File: src/design/arlc_pkg.sv
// Constants, types and register map of the restart and list-swap control block.
// Assumes a single clock domain and an AXI4-Lite master on the same clock.
`default_nettype none
package arlc_pkg;

	localparam int AW = 4;

	// Register byte offsets.
	localparam logic [AW-1:0] OFS_CTRL = 4'h0;
	localparam logic [AW-1:0] OFS_FLOW = 4'h4;
	localparam logic [AW-1:0] OFS_STAT = 4'h8;
	localparam logic [AW-1:0] OFS_MASK = 4'hc;

	// Control register fields.
	localparam int CTRL_EN   = 0;
	localparam int CTRL_DBM  = 1;
	localparam int CTRL_TRGM = 2;
	localparam int CTRL_SRST = 3;
	localparam int CTRL_ACC  = 4;
	localparam int CTRL_W    = 6;

	// Flow register fields.
	localparam int FLOW_LIST_SWAP_READY = 4;
	localparam int FLOW_RESTART_REQUEST_FLAG = 5;
	localparam int FLOW_TRIGGER_REQUEST_FLAG = 6;
	localparam int FLOW_SEQUENCE_ABORT_FLAG = 7;

	// Interrupt status and mask fields.
	localparam int IRQ_OVR  = 0;
	localparam int IRQ_MSW  = 1;
	localparam int IRQ_TCOL = 2;
	localparam int IRQ_W    = 3;

	localparam logic [CTRL_W-1:0] CTRL_RST = 6'h00;
	localparam logic [IRQ_W-1:0]  MASK_RST = 3'h0;

	localparam logic [1:0] RESP_OKAY   = 2'h0;
	localparam logic [1:0] RESP_SLVERR = 2'h2;

	typedef enum logic [1:0] {
		ACC_NONE = 2'h0,
		ACC_BUS  = 2'h1,
		ACC_INT  = 2'h2,
		ACC_BOTH = 2'h3
	} arlc_acc_t;

	typedef enum logic {
		WS_IDLE = 1'b0,
		WS_RESP = 1'b1
	} arlc_wst_t;

	typedef enum logic {
		RS_IDLE = 1'b0,
		RS_DATA = 1'b1
	} arlc_rst_t;

	// On-chip internal interface requests, one-cycle pulses except swap_ready.
	typedef struct packed {
		logic restart;
		logic swap_ready;
		logic trigger;
		logic abort;
	} arlc_int_req_t;

	// Status from the conversion engine.
	typedef struct packed {
		logic busy;
		logic eol_reached;
		logic cmd_loaded;
		logic abort_done;
		logic trigger_request_flag_taken;
		logic stop_exit;
	} arlc_eng_t;

	typedef struct packed {
		logic restart_request_flag;
		logic list_swap_ready;
		logic trigger_request_flag;
		logic sequence_abort_flag;
	} arlc_flags_t;

endpackage
`default_nettype wire

File: src/design/arlc_top.sv
// Restart request and command-list swap control with its register file.
// Assumes the conversion engine and internal interface run on mclk.
//
// Notes on behaviour
// - Restart request flag at bit 5 restarts fetching from top of list.
// - Restart request clears once the first top command is loaded.
// - Both flags settable only while enabled, cleared while disabled.
// - Writing zero to either flag from the bus changes nothing.
// - Bus restart while already requested keeps flag and flags overrun.
// - Internal restart sets the request; a repeat while set overruns.
// - Trigger mode restart sets trigger request if engine idle and list done or aborted.
// - Swap ready at bit 4 means swap at restart; clears when swap done.
// - Swap ready is held at zero without double buffer mode.
// - Writing one does not clear a set swap ready flag.
// - Internal restart samples swap ready input to set the swap flag.
// - Restart mode restart without swap ready raises missing swap error.
// - No missing swap error on first restart after enable, stop, reset.
// - Swap ready reads zero when loaded, one when still to load.
// - Trigger mode restart with trigger together is a collision and halts.
// - Restart sets sequence abort while busy or before list completion.
//
// Local design decisions: the AXI4-Lite register port and the placing of the registers.
`default_nettype none
module arlc_top
	import arlc_pkg::*;
(
	input  wire logic          mclk,
	input  wire logic          nrst,
	input  wire logic [AW-1:0] s_axi_awaddr,
	input  wire logic          s_axi_awvalid,
	output logic               s_axi_awready,
	input  wire logic [31:0]   s_axi_wdata,
	input  wire logic [3:0]    s_axi_wstrb,
	input  wire logic          s_axi_wvalid,
	output logic               s_axi_wready,
	output logic [1:0]         s_axi_bresp,
	output logic               s_axi_bvalid,
	input  wire logic          s_axi_bready,
	input  wire logic [AW-1:0] s_axi_araddr,
	input  wire logic          s_axi_arvalid,
	output logic               s_axi_arready,
	output logic [31:0]        s_axi_rdata,
	output logic [1:0]         s_axi_rresp,
	output logic               s_axi_rvalid,
	input  wire logic          s_axi_rready,
	input  wire arlc_int_req_t int_req,
	input  wire arlc_eng_t     eng,
	output arlc_flags_t        flags,
	output logic               swap_lists,
	output logic               converter_halted,
	output logic               irq
);

	logic          wr_en, wr_lane0, wr_hit, rd_en, rd_hit;
	logic [AW-1:0] wr_addr, rd_addr;
	logic [31:0]   wr_data, rd_data;

	arlc_axil u_axil (
		.mclk          (mclk),
		.nrst          (nrst),
		.s_axi_awaddr  (s_axi_awaddr),
		.s_axi_awvalid (s_axi_awvalid),
		.s_axi_awready (s_axi_awready),
		.s_axi_wdata   (s_axi_wdata),
		.s_axi_wstrb   (s_axi_wstrb),
		.s_axi_wvalid  (s_axi_wvalid),
		.s_axi_wready  (s_axi_wready),
		.s_axi_bresp   (s_axi_bresp),
		.s_axi_bvalid  (s_axi_bvalid),
		.s_axi_bready  (s_axi_bready),
		.s_axi_araddr  (s_axi_araddr),
		.s_axi_arvalid (s_axi_arvalid),
		.s_axi_arready (s_axi_arready),
		.s_axi_rdata   (s_axi_rdata),
		.s_axi_rresp   (s_axi_rresp),
		.s_axi_rvalid  (s_axi_rvalid),
		.s_axi_rready  (s_axi_rready),
		.wr_en         (wr_en),
		.wr_addr       (wr_addr),
		.wr_data       (wr_data),
		.wr_lane0      (wr_lane0),
		.wr_hit        (wr_hit),
		.rd_en         (rd_en),
		.rd_addr       (rd_addr),
		.rd_data       (rd_data),
		.rd_hit        (rd_hit)
	);

	logic [CTRL_W-1:0] ctrl_q, ctrl_d;
	logic [IRQ_W-1:0]  stat_q, stat_d, mask_q, mask_d;
	logic restart_request_flag_q, restart_request_flag_d, list_swap_ready_q, list_swap_ready_d, trigger_request_flag_q, trigger_request_flag_d, sequence_abort_flag_q, sequence_abort_flag_d;
	logic halt_q, halt_d, first_q, first_d, enp_q, enp_d;
	logic swap_q, swap_d, irq_q, irq_d;

	logic      en, dbm, trgm, bus_ctl, int_ctl, active, soft_rst;
	logic      wr_ctrl, wr_flow, wr_mask, rd_stat;
	logic      bus_rst, bus_ld, int_rst, int_ld, rst_req, ld_req;
	logic      abort_req, trg_req, collision, new_rst, ovr, cmd_clear;
	logic      first_eff, list_done, missing;
	arlc_acc_t acc;

	always_comb begin
		acc      = arlc_acc_t'(ctrl_q[CTRL_ACC +: 2]);
		en       = ctrl_q[CTRL_EN];
		dbm      = ctrl_q[CTRL_DBM];
		trgm     = ctrl_q[CTRL_TRGM];
		bus_ctl  = (acc == ACC_BUS) || (acc == ACC_BOTH);
		int_ctl  = (acc == ACC_INT) || (acc == ACC_BOTH);
		wr_ctrl  = wr_en && wr_lane0 && (wr_addr == OFS_CTRL);
		wr_flow  = wr_en && wr_lane0 && (wr_addr == OFS_FLOW);
		wr_mask  = wr_en && wr_lane0 && (wr_addr == OFS_MASK);
		rd_stat  = rd_en && (rd_addr == OFS_STAT);
		soft_rst = wr_ctrl && wr_data[CTRL_SRST];
		active   = en && !halt_q && !soft_rst;
		bus_rst  = bus_ctl && wr_flow && wr_data[FLOW_RESTART_REQUEST_FLAG];
		bus_ld   = bus_rst && wr_data[FLOW_LIST_SWAP_READY];
		int_rst  = int_ctl && int_req.restart;
		int_ld   = int_rst && int_req.swap_ready;
		rst_req  = bus_rst || int_rst;
		ld_req   = (bus_ld || int_ld) && dbm;
		abort_req = (bus_ctl && wr_flow && wr_data[FLOW_SEQUENCE_ABORT_FLAG])
			|| (int_ctl && int_req.abort);
		trg_req  = (bus_ctl && wr_flow && wr_data[FLOW_TRIGGER_REQUEST_FLAG])
			|| (int_ctl && int_req.trigger);
		collision = active && trgm && rst_req && trg_req;
		new_rst  = active && rst_req && !restart_request_flag_q && !collision;
		// bus or internal repeat overruns
		// Two sources in one cycle are one restart plus one overrun.
		ovr      = active && ((rst_req && restart_request_flag_q) || (bus_rst && int_rst));
		cmd_clear = restart_request_flag_q && eng.cmd_loaded;
		first_eff = first_q || (en && !enp_q) || eng.stop_exit;
		list_done = eng.eol_reached || sequence_abort_flag_q || abort_req;
		missing  = new_rst && !trgm && !list_swap_ready_q && !ld_req && !first_eff
			&& !sequence_abort_flag_q && !abort_req;
	end

	always_comb begin
		ctrl_d  = ctrl_q;
		mask_d  = mask_q;
		restart_request_flag_d  = restart_request_flag_q;
		list_swap_ready_d  = list_swap_ready_q;
		trigger_request_flag_d  = trigger_request_flag_q;
		sequence_abort_flag_d  = sequence_abort_flag_q;
		halt_d  = halt_q;
		enp_d   = en;
		swap_d  = 1'b0;
		first_d = soft_rst || (first_eff && !new_rst);
		if (wr_ctrl) begin
			ctrl_d = wr_data[CTRL_W-1:0] & ~(CTRL_W'(1) << CTRL_SRST);
		end
		if (wr_mask) begin
			mask_d = wr_data[IRQ_W-1:0];
		end
		if (cmd_clear) begin
			restart_request_flag_d = 1'b0;
			list_swap_ready_d = 1'b0;
			swap_d = list_swap_ready_q;
		end
		if (new_rst) begin
			restart_request_flag_d = 1'b1;
			if (ld_req) begin
				list_swap_ready_d = 1'b1;
			end
		end
		if (eng.trigger_request_flag_taken) begin
			trigger_request_flag_d = 1'b0;
		end
		if (new_rst && trgm && !eng.busy && list_done) begin
			trigger_request_flag_d = 1'b1;
		end
		if (active && trg_req && !collision) begin
			trigger_request_flag_d = 1'b1;
		end
		if (eng.abort_done) begin
			sequence_abort_flag_d = 1'b0;
		end
		if (new_rst && ((eng.busy && !sequence_abort_flag_q && !abort_req)
			|| (!eng.busy && !list_done))) begin
			sequence_abort_flag_d = 1'b1;
		end
		if (active && abort_req) begin
			sequence_abort_flag_d = 1'b1;
		end
		if (collision) begin
			halt_d = 1'b1;
		end
		if (!en || soft_rst) begin
			restart_request_flag_d = 1'b0;
			list_swap_ready_d = 1'b0;
			trigger_request_flag_d = 1'b0;
			sequence_abort_flag_d = 1'b0;
			halt_d = 1'b0;
		end
		if (!dbm) begin
			list_swap_ready_d = 1'b0;
		end
		// sticky overrun
		// A read clears the status, but an event in the same cycle survives it.
		stat_d = rd_stat ? '0 : stat_q;
		stat_d[IRQ_OVR]  = stat_d[IRQ_OVR] || ovr;
		stat_d[IRQ_MSW]  = stat_d[IRQ_MSW] || missing;
		stat_d[IRQ_TCOL] = stat_d[IRQ_TCOL] || collision;
		irq_d = |(stat_d & mask_d);
	end

	always_comb begin
		rd_data = 32'h0;
		rd_hit  = 1'b1;
		case (rd_addr)
			OFS_CTRL: rd_data[CTRL_W-1:0] = ctrl_q;
			OFS_FLOW: begin
				rd_data[FLOW_LIST_SWAP_READY] = list_swap_ready_q;
				rd_data[FLOW_RESTART_REQUEST_FLAG] = restart_request_flag_q;
				rd_data[FLOW_TRIGGER_REQUEST_FLAG] = trigger_request_flag_q;
				rd_data[FLOW_SEQUENCE_ABORT_FLAG] = sequence_abort_flag_q;
			end
			OFS_STAT: rd_data[IRQ_W-1:0] = stat_q;
			OFS_MASK: rd_data[IRQ_W-1:0] = mask_q;
			default:  rd_hit = 1'b0;
		endcase
		wr_hit = (wr_addr == OFS_CTRL) || (wr_addr == OFS_FLOW)
			|| (wr_addr == OFS_STAT) || (wr_addr == OFS_MASK);
	end

	always_ff @(posedge mclk or negedge nrst) begin
		if (!nrst) begin
			ctrl_q  <= CTRL_RST;
			mask_q  <= MASK_RST;
			stat_q  <= '0;
			restart_request_flag_q  <= 1'b0;
			list_swap_ready_q  <= 1'b0;
			trigger_request_flag_q  <= 1'b0;
			sequence_abort_flag_q  <= 1'b0;
			halt_q  <= 1'b0;
			first_q <= 1'b1;
			enp_q   <= 1'b0;
			swap_q  <= 1'b0;
			irq_q   <= 1'b0;
		end else begin
			ctrl_q  <= ctrl_d;
			mask_q  <= mask_d;
			stat_q  <= stat_d;
			restart_request_flag_q  <= restart_request_flag_d;
			list_swap_ready_q  <= list_swap_ready_d;
			trigger_request_flag_q  <= trigger_request_flag_d;
			sequence_abort_flag_q  <= sequence_abort_flag_d;
			halt_q  <= halt_d;
			first_q <= first_d;
			enp_q   <= enp_d;
			swap_q  <= swap_d;
			irq_q   <= irq_d;
		end
	end

	assign flags.restart_request_flag = restart_request_flag_q;
	assign flags.list_swap_ready      = list_swap_ready_q;
	assign flags.trigger_request_flag = trigger_request_flag_q;
	assign flags.sequence_abort_flag  = sequence_abort_flag_q;
	assign swap_lists       = swap_q;
	assign converter_halted = halt_q;
	assign irq              = irq_q;
endmodule
`default_nettype wire

File: src/design/arlc_axil.sv
// AXI4-Lite slave front end: turns bus transfers into write and read strobes.
// Assumes the register file answers rd_data, rd_hit and wr_hit combinationally.
`default_nettype none
module arlc_axil
	import arlc_pkg::*;
(
	input  wire logic          mclk,
	input  wire logic          nrst,
	input  wire logic [AW-1:0] s_axi_awaddr,
	input  wire logic          s_axi_awvalid,
	output logic               s_axi_awready,
	input  wire logic [31:0]   s_axi_wdata,
	input  wire logic [3:0]    s_axi_wstrb,
	input  wire logic          s_axi_wvalid,
	output logic               s_axi_wready,
	output logic [1:0]         s_axi_bresp,
	output logic               s_axi_bvalid,
	input  wire logic          s_axi_bready,
	input  wire logic [AW-1:0] s_axi_araddr,
	input  wire logic          s_axi_arvalid,
	output logic               s_axi_arready,
	output logic [31:0]        s_axi_rdata,
	output logic [1:0]         s_axi_rresp,
	output logic               s_axi_rvalid,
	input  wire logic          s_axi_rready,
	output logic               wr_en,
	output logic [AW-1:0]      wr_addr,
	output logic [31:0]        wr_data,
	output logic               wr_lane0,
	input  wire logic          wr_hit,
	output logic               rd_en,
	output logic [AW-1:0]      rd_addr,
	input  wire logic [31:0]   rd_data,
	input  wire logic          rd_hit
);

	arlc_wst_t     wst_q, wst_d;
	arlc_rst_t     rst_q, rst_d;
	logic          awh_q, awh_d, wh_q, wh_d;
	logic [AW-1:0] awa_q, awa_d;
	logic [31:0]   wd_q, wd_d, rd_q, rd_d;
	logic [3:0]    ws_q, ws_d;
	logic [1:0]    br_q, br_d, rr_q, rr_d;

	assign s_axi_awready = (wst_q == WS_IDLE) && !awh_q;
	assign s_axi_wready  = (wst_q == WS_IDLE) && !wh_q;
	assign s_axi_bvalid  = (wst_q == WS_RESP);
	assign s_axi_bresp   = br_q;
	assign s_axi_arready = (rst_q == RS_IDLE);
	assign s_axi_rvalid  = (rst_q == RS_DATA);
	assign s_axi_rdata   = rd_q;
	assign s_axi_rresp   = rr_q;
	assign wr_en    = (wst_q == WS_IDLE) && awh_q && wh_q;
	assign wr_addr  = awa_q;
	assign wr_data  = wd_q;
	assign wr_lane0 = ws_q[0];
	assign rd_en    = s_axi_arvalid && s_axi_arready;
	assign rd_addr  = s_axi_araddr;

	always_comb begin
		wst_d = wst_q;
		rst_d = rst_q;
		awh_d = awh_q;
		wh_d  = wh_q;
		awa_d = awa_q;
		wd_d  = wd_q;
		ws_d  = ws_q;
		br_d  = br_q;
		rd_d  = rd_q;
		rr_d  = rr_q;
		if (s_axi_awvalid && s_axi_awready) begin
			awh_d = 1'b1;
			awa_d = s_axi_awaddr;
		end
		if (s_axi_wvalid && s_axi_wready) begin
			wh_d = 1'b1;
			wd_d = s_axi_wdata;
			ws_d = s_axi_wstrb;
		end
		case (wst_q)
			WS_IDLE: if (wr_en) begin
				wst_d = WS_RESP;
				br_d  = wr_hit ? RESP_OKAY : RESP_SLVERR;
			end
			WS_RESP: if (s_axi_bready) begin
				wst_d = WS_IDLE;
				awh_d = 1'b0;
				wh_d  = 1'b0;
			end
			default: wst_d = WS_IDLE;
		endcase
		case (rst_q)
			RS_IDLE: if (rd_en) begin
				rst_d = RS_DATA;
				rd_d  = rd_data;
				rr_d  = rd_hit ? RESP_OKAY : RESP_SLVERR;
			end
			RS_DATA: if (s_axi_rready) begin
				rst_d = RS_IDLE;
			end
			default: rst_d = RS_IDLE;
		endcase
	end

	always_ff @(posedge mclk or negedge nrst) begin
		if (!nrst) begin
			wst_q <= WS_IDLE;
			rst_q <= RS_IDLE;
			awh_q <= 1'b0;
			wh_q  <= 1'b0;
			awa_q <= '0;
			wd_q  <= 32'h0;
			ws_q  <= 4'h0;
			br_q  <= RESP_OKAY;
			rd_q  <= 32'h0;
			rr_q  <= RESP_OKAY;
		end else begin
			wst_q <= wst_d;
			rst_q <= rst_d;
			awh_q <= awh_d;
			wh_q  <= wh_d;
			awa_q <= awa_d;
			wd_q  <= wd_d;
			ws_q  <= ws_d;
			br_q  <= br_d;
			rd_q  <= rd_d;
			rr_q  <= rr_d;
		end
	end

endmodule
`default_nettype wire

File: config.mk
export PLATFORM = sky130hd
export DESIGN_NAME = arlc_top
export DESIGN_NICKNAME = d
export VERILOG_FILES = /design/src/design/arlc_pkg.sv /design/src/design/arlc_top.sv /design/src/design/arlc_axil.sv
export SDC_FILE = /design/constraint.sdc
export NUM_CORES = 1
export LEC_CHECK = 0
export BUFFER_PORTS_ARGS = -buffer_cell sky130_fd_sc_hd__buf_2
export CAP_MARGIN = 40
export CORE_ASPECT_RATIO = 1.1
export CORE_MARGIN = 2
export CORE_UTILIZATION = 51
export DETAILED_ROUTE_END_ITERATION = 7
export GPL_ROUTABILITY_DRIVEN = 0
export GPL_TIMING_DRIVEN = 0
export PLACE_DENSITY_LB_ADDON = 0.2
export SKIP_LAST_GASP = 1
export SYNTH_ARGS = -nofsm -noshare
export SYNTH_HDL_FRONTEND = slang
export SYNTH_SLANG_ARGS = --single-unit
File: constraint.sdc
create_clock -name mclk -period 3.7 [get_ports mclk]
set_input_delay 0.185 -clock mclk [delete_from_list [all_inputs] [get_ports mclk]]
set_output_delay 0.185 -clock mclk [all_outputs]
set_load 0.005 [all_outputs]
==> out/metrics.yaml <==
cp-start-kind: "flip-flop"
setup_repair_after_global_routing_missed_its_margin: "no"
insertion_delay_ns: 0.30
worstHoldEndpoint: "u_axil.s_axi_rvalid"
via_count: 1832
grt_max_degree: 29
hold_violations: 0
synth-seq-cells: 46
terminus_of_the_critical_flop_to_flop_path: "irq"
synth.yosys.warnings: 0
path_max_fanout: 9
n_fill_cell: 395
number_of_antenna_violating_nets_in_the_routed_design: 0
r2r_slack_ns: 1.72
num_antenna_cells: 0
placementRows: 26
layout-drive-gt1-share_pct: 40.2
final_min_period_over_clock_period_pct: 53.5
io_pins: 109
worst_hold_path_type: "primary input to flip-flop"
antenna_found_initial: 0
cts.clk_slew.worst_paths_ns: 0.09
numClockSinks: 46
fin_nets: 376
clock_tree_from_tritoncts: "yes"
drt_drc_violations_left: 0
avgViaCountPerCell: 4.92
postSynth.asyncResetShare_pct: 100
post_dr_wirelength_cell_um: 12.6
setup_violation_total_in_the_final_timing_report: 0
clock_tree.buffer_depth: 2
critPathKind: "flip-flop to flip-flop"
placement.io_buffers: 53
cp_data_arrival_time_ns: 2.16
timing.rr.start: "u_axil.s_axi_bvalid"
layout.core_utilization_pct: 65.0
final_design_area_no_fill_um2: 3000
fmax_mhz: 506
r2r.worst_path.cells: 6
crit_start: "u_axil.s_axi_bvalid"
worst_hold_path.num_cells: 2
ctsRootBufferMaster: "sky130_fd_sc_hd__clkbuf_8"
dominantRegCellSynth: "sky130_fd_sc_hd__dfrtp_1"
area_growth_syn_to_layout_pct: 23.5
end_kind: "flip-flop"
die_w_um: 69.8
grt-ovfl-total: 0
h-tree-depth: 2
worst_ep_required_time_ns: 3.88
fp.dieArea_um2: 5340
first_iter_violations: 117
maxCapViolCount: 0
maxSlewHeadroom_pct: 65.0
holdCritStartpoint: "s_axi_rready"
grt_pass1_vias: 1717
fin_worst_hold_slack_ns: 0.0617
finalWorstPathRequiredPeriod_ns: 1.98
cts-buffers-inserted: 5
netlist_area_um2: 2430
synthesis.area_per_instance_um2: 10.7
detailed_place.area_um2: 2880
initial_utilization_pct: 52.6
first_pass_grt_wire_length_um: 8090
vdd_ir_max_uv: 403
p_total_mw: 1.67
grt_use_total_pct: 18.9
synthCells: 227
finalMaxSlewViolations: 0
finClkSkew_ns: 0.0125
drt_wl_total_um: 4680
post-dp-hpwl_um: 3680
drt_first_pass_iters: 4
leakagePower_nw: 1.53
yosysUniqueCellTypes: 54
max_slew.worst_pin.slew_ns: 0.525
cellPowerDensity_nw_per_um2: 555
synth_edf_count: 0
fp.coreArea_um2: 4620
seq_area_frac_synth_pct: 47.4
run_status: "finished, final reports clean"
die_height_um: 76.4
totalNegativeSetupSlack_ns: 0
kinds of logic after synthesis:
logic type	share of synthesized area, %
compound gates	12.6
mux	11.4
other cells	0.154
simple gates	15.4
flops	47.4
buf+inv	13.0
cell usage in the layout, fill, tap and decap left out, drive strengths merged, types with 3 or more instances in the layout:
master / instances
a21oi: 9
a22oi: 3
and2: 3
buf: 87
clkbuf: 8
conb: 27
dfrtp: 45
inv: 15
mux2: 21
mux2i: 4
nand2: 22
nand2b: 3
nand3: 3
nor2: 7
nor4: 3
o21ai: 11
o31ai: 3
metrics by stage:
| step | std cells | setup WS, ns |
|---|---|---|
| after floorplan | 253 | 1.92 |
| after global placement | 362 | 1.72 |
| after detailed placement | 363 | 1.73 |
| after CTS | 372 | 1.71 |
| after global routing | 372 | 1.59 |
| final | 372 | 1.72 |
cell usage after synthesis (3+ instances only):
master	count	area, um^2
sky130_fd_sc_hd__mux2_2	21	236
sky130_fd_sc_hd__a21oi_1	9	45.0
sky130_fd_sc_hd__o21ai_0	10	50.1
sky130_fd_sc_hd__dfrtp_1	45	1130
sky130_fd_sc_hd__nand2b_1	3	18.8
sky130_fd_sc_hd__clkbuf_1	3	11.3
sky130_fd_sc_hd__buf_4	31	233
sky130_fd_sc_hd__nand2_1	22	82.6
sky130_fd_sc_hd__mux2i_1	4	40.0
sky130_fd_sc_hd__nand3_1	3	15.0
sky130_fd_sc_hd__inv_1	15	56.3
sky130_fd_sc_hd__o31ai_1	3	22.5
sky130_fd_sc_hd__a22oi_1	3	22.5
sky130_fd_sc_hd__nor2_1	7	26.3
state kept, by name (all words and copies together) (netlist names), 3 cells and up:
register,flops
u_axil.wr_data,8
u_axil.s_axi_rdata,7
ctrl_q,5
u_axil.wr_addr,4
mask_q,3
stat_q,3
how the worst max path moves through the flow:
stage,end,slack [ns],cells past startpoint
after floorplan,irq,1.92,5
after global placement,irq,1.72,6
after detailed placement,irq,1.73,6
after CTS,irq,1.71,6
after global routing,irq,1.59,6
final,irq,1.72,6
critical path: stages, from the launching register on:
cell	delay, ns
sky130_fd_sc_hd__dfrtp_1	0.39
sky130_fd_sc_hd__buf_6	0.14
sky130_fd_sc_hd__nand3b_1	0.28
sky130_fd_sc_hd__nor3_2	0.39
sky130_fd_sc_hd__mux2_2	0.39
sky130_fd_sc_hd__a2bb2oi_1	0.17
sky130_fd_sc_hd__o211ai_1	0.11
report_power, final:
| group | switching (mW) | internal, mW | leakage [nW] |
|---|---|---|---|
| clock network | 0.164 | 0.199 | 0.0579 |
| registers | 0.150 | 0.650 | 0.588 |
| logic | 0.238 | 0.265 | 0.881 |
metal layers:
layer	global-route usage, %	routed length [um]	vias to the layer above
li1	-	-	916
met1	25.1	2050	853
met2	30.4	2310	59
met3	5.56	290	4
met4	5.19	21	0
met5	0	0	-
timing repair:
item                                   4_1_cts  5_1_grt
endpoints found under the hold margin       18        0
resized for setup                            0        0
buffers inserted                             0        0
hold buffers                                 1        0
area by class of cell:
class	instances	area (um^2)	area share (%)
sequential	46	1150	38.4
multi-input combinational	156	1060	35.3
timing repair buffer	55	295	9.83
buffer	36	260	8.67
tap	56	70.1	2.33
clock buffer	5	68.8	2.29
inverter	15	56.3	1.88
clock inverter	3	40.0	1.33
Note: power is estimated with default switching activity, not from simulation.
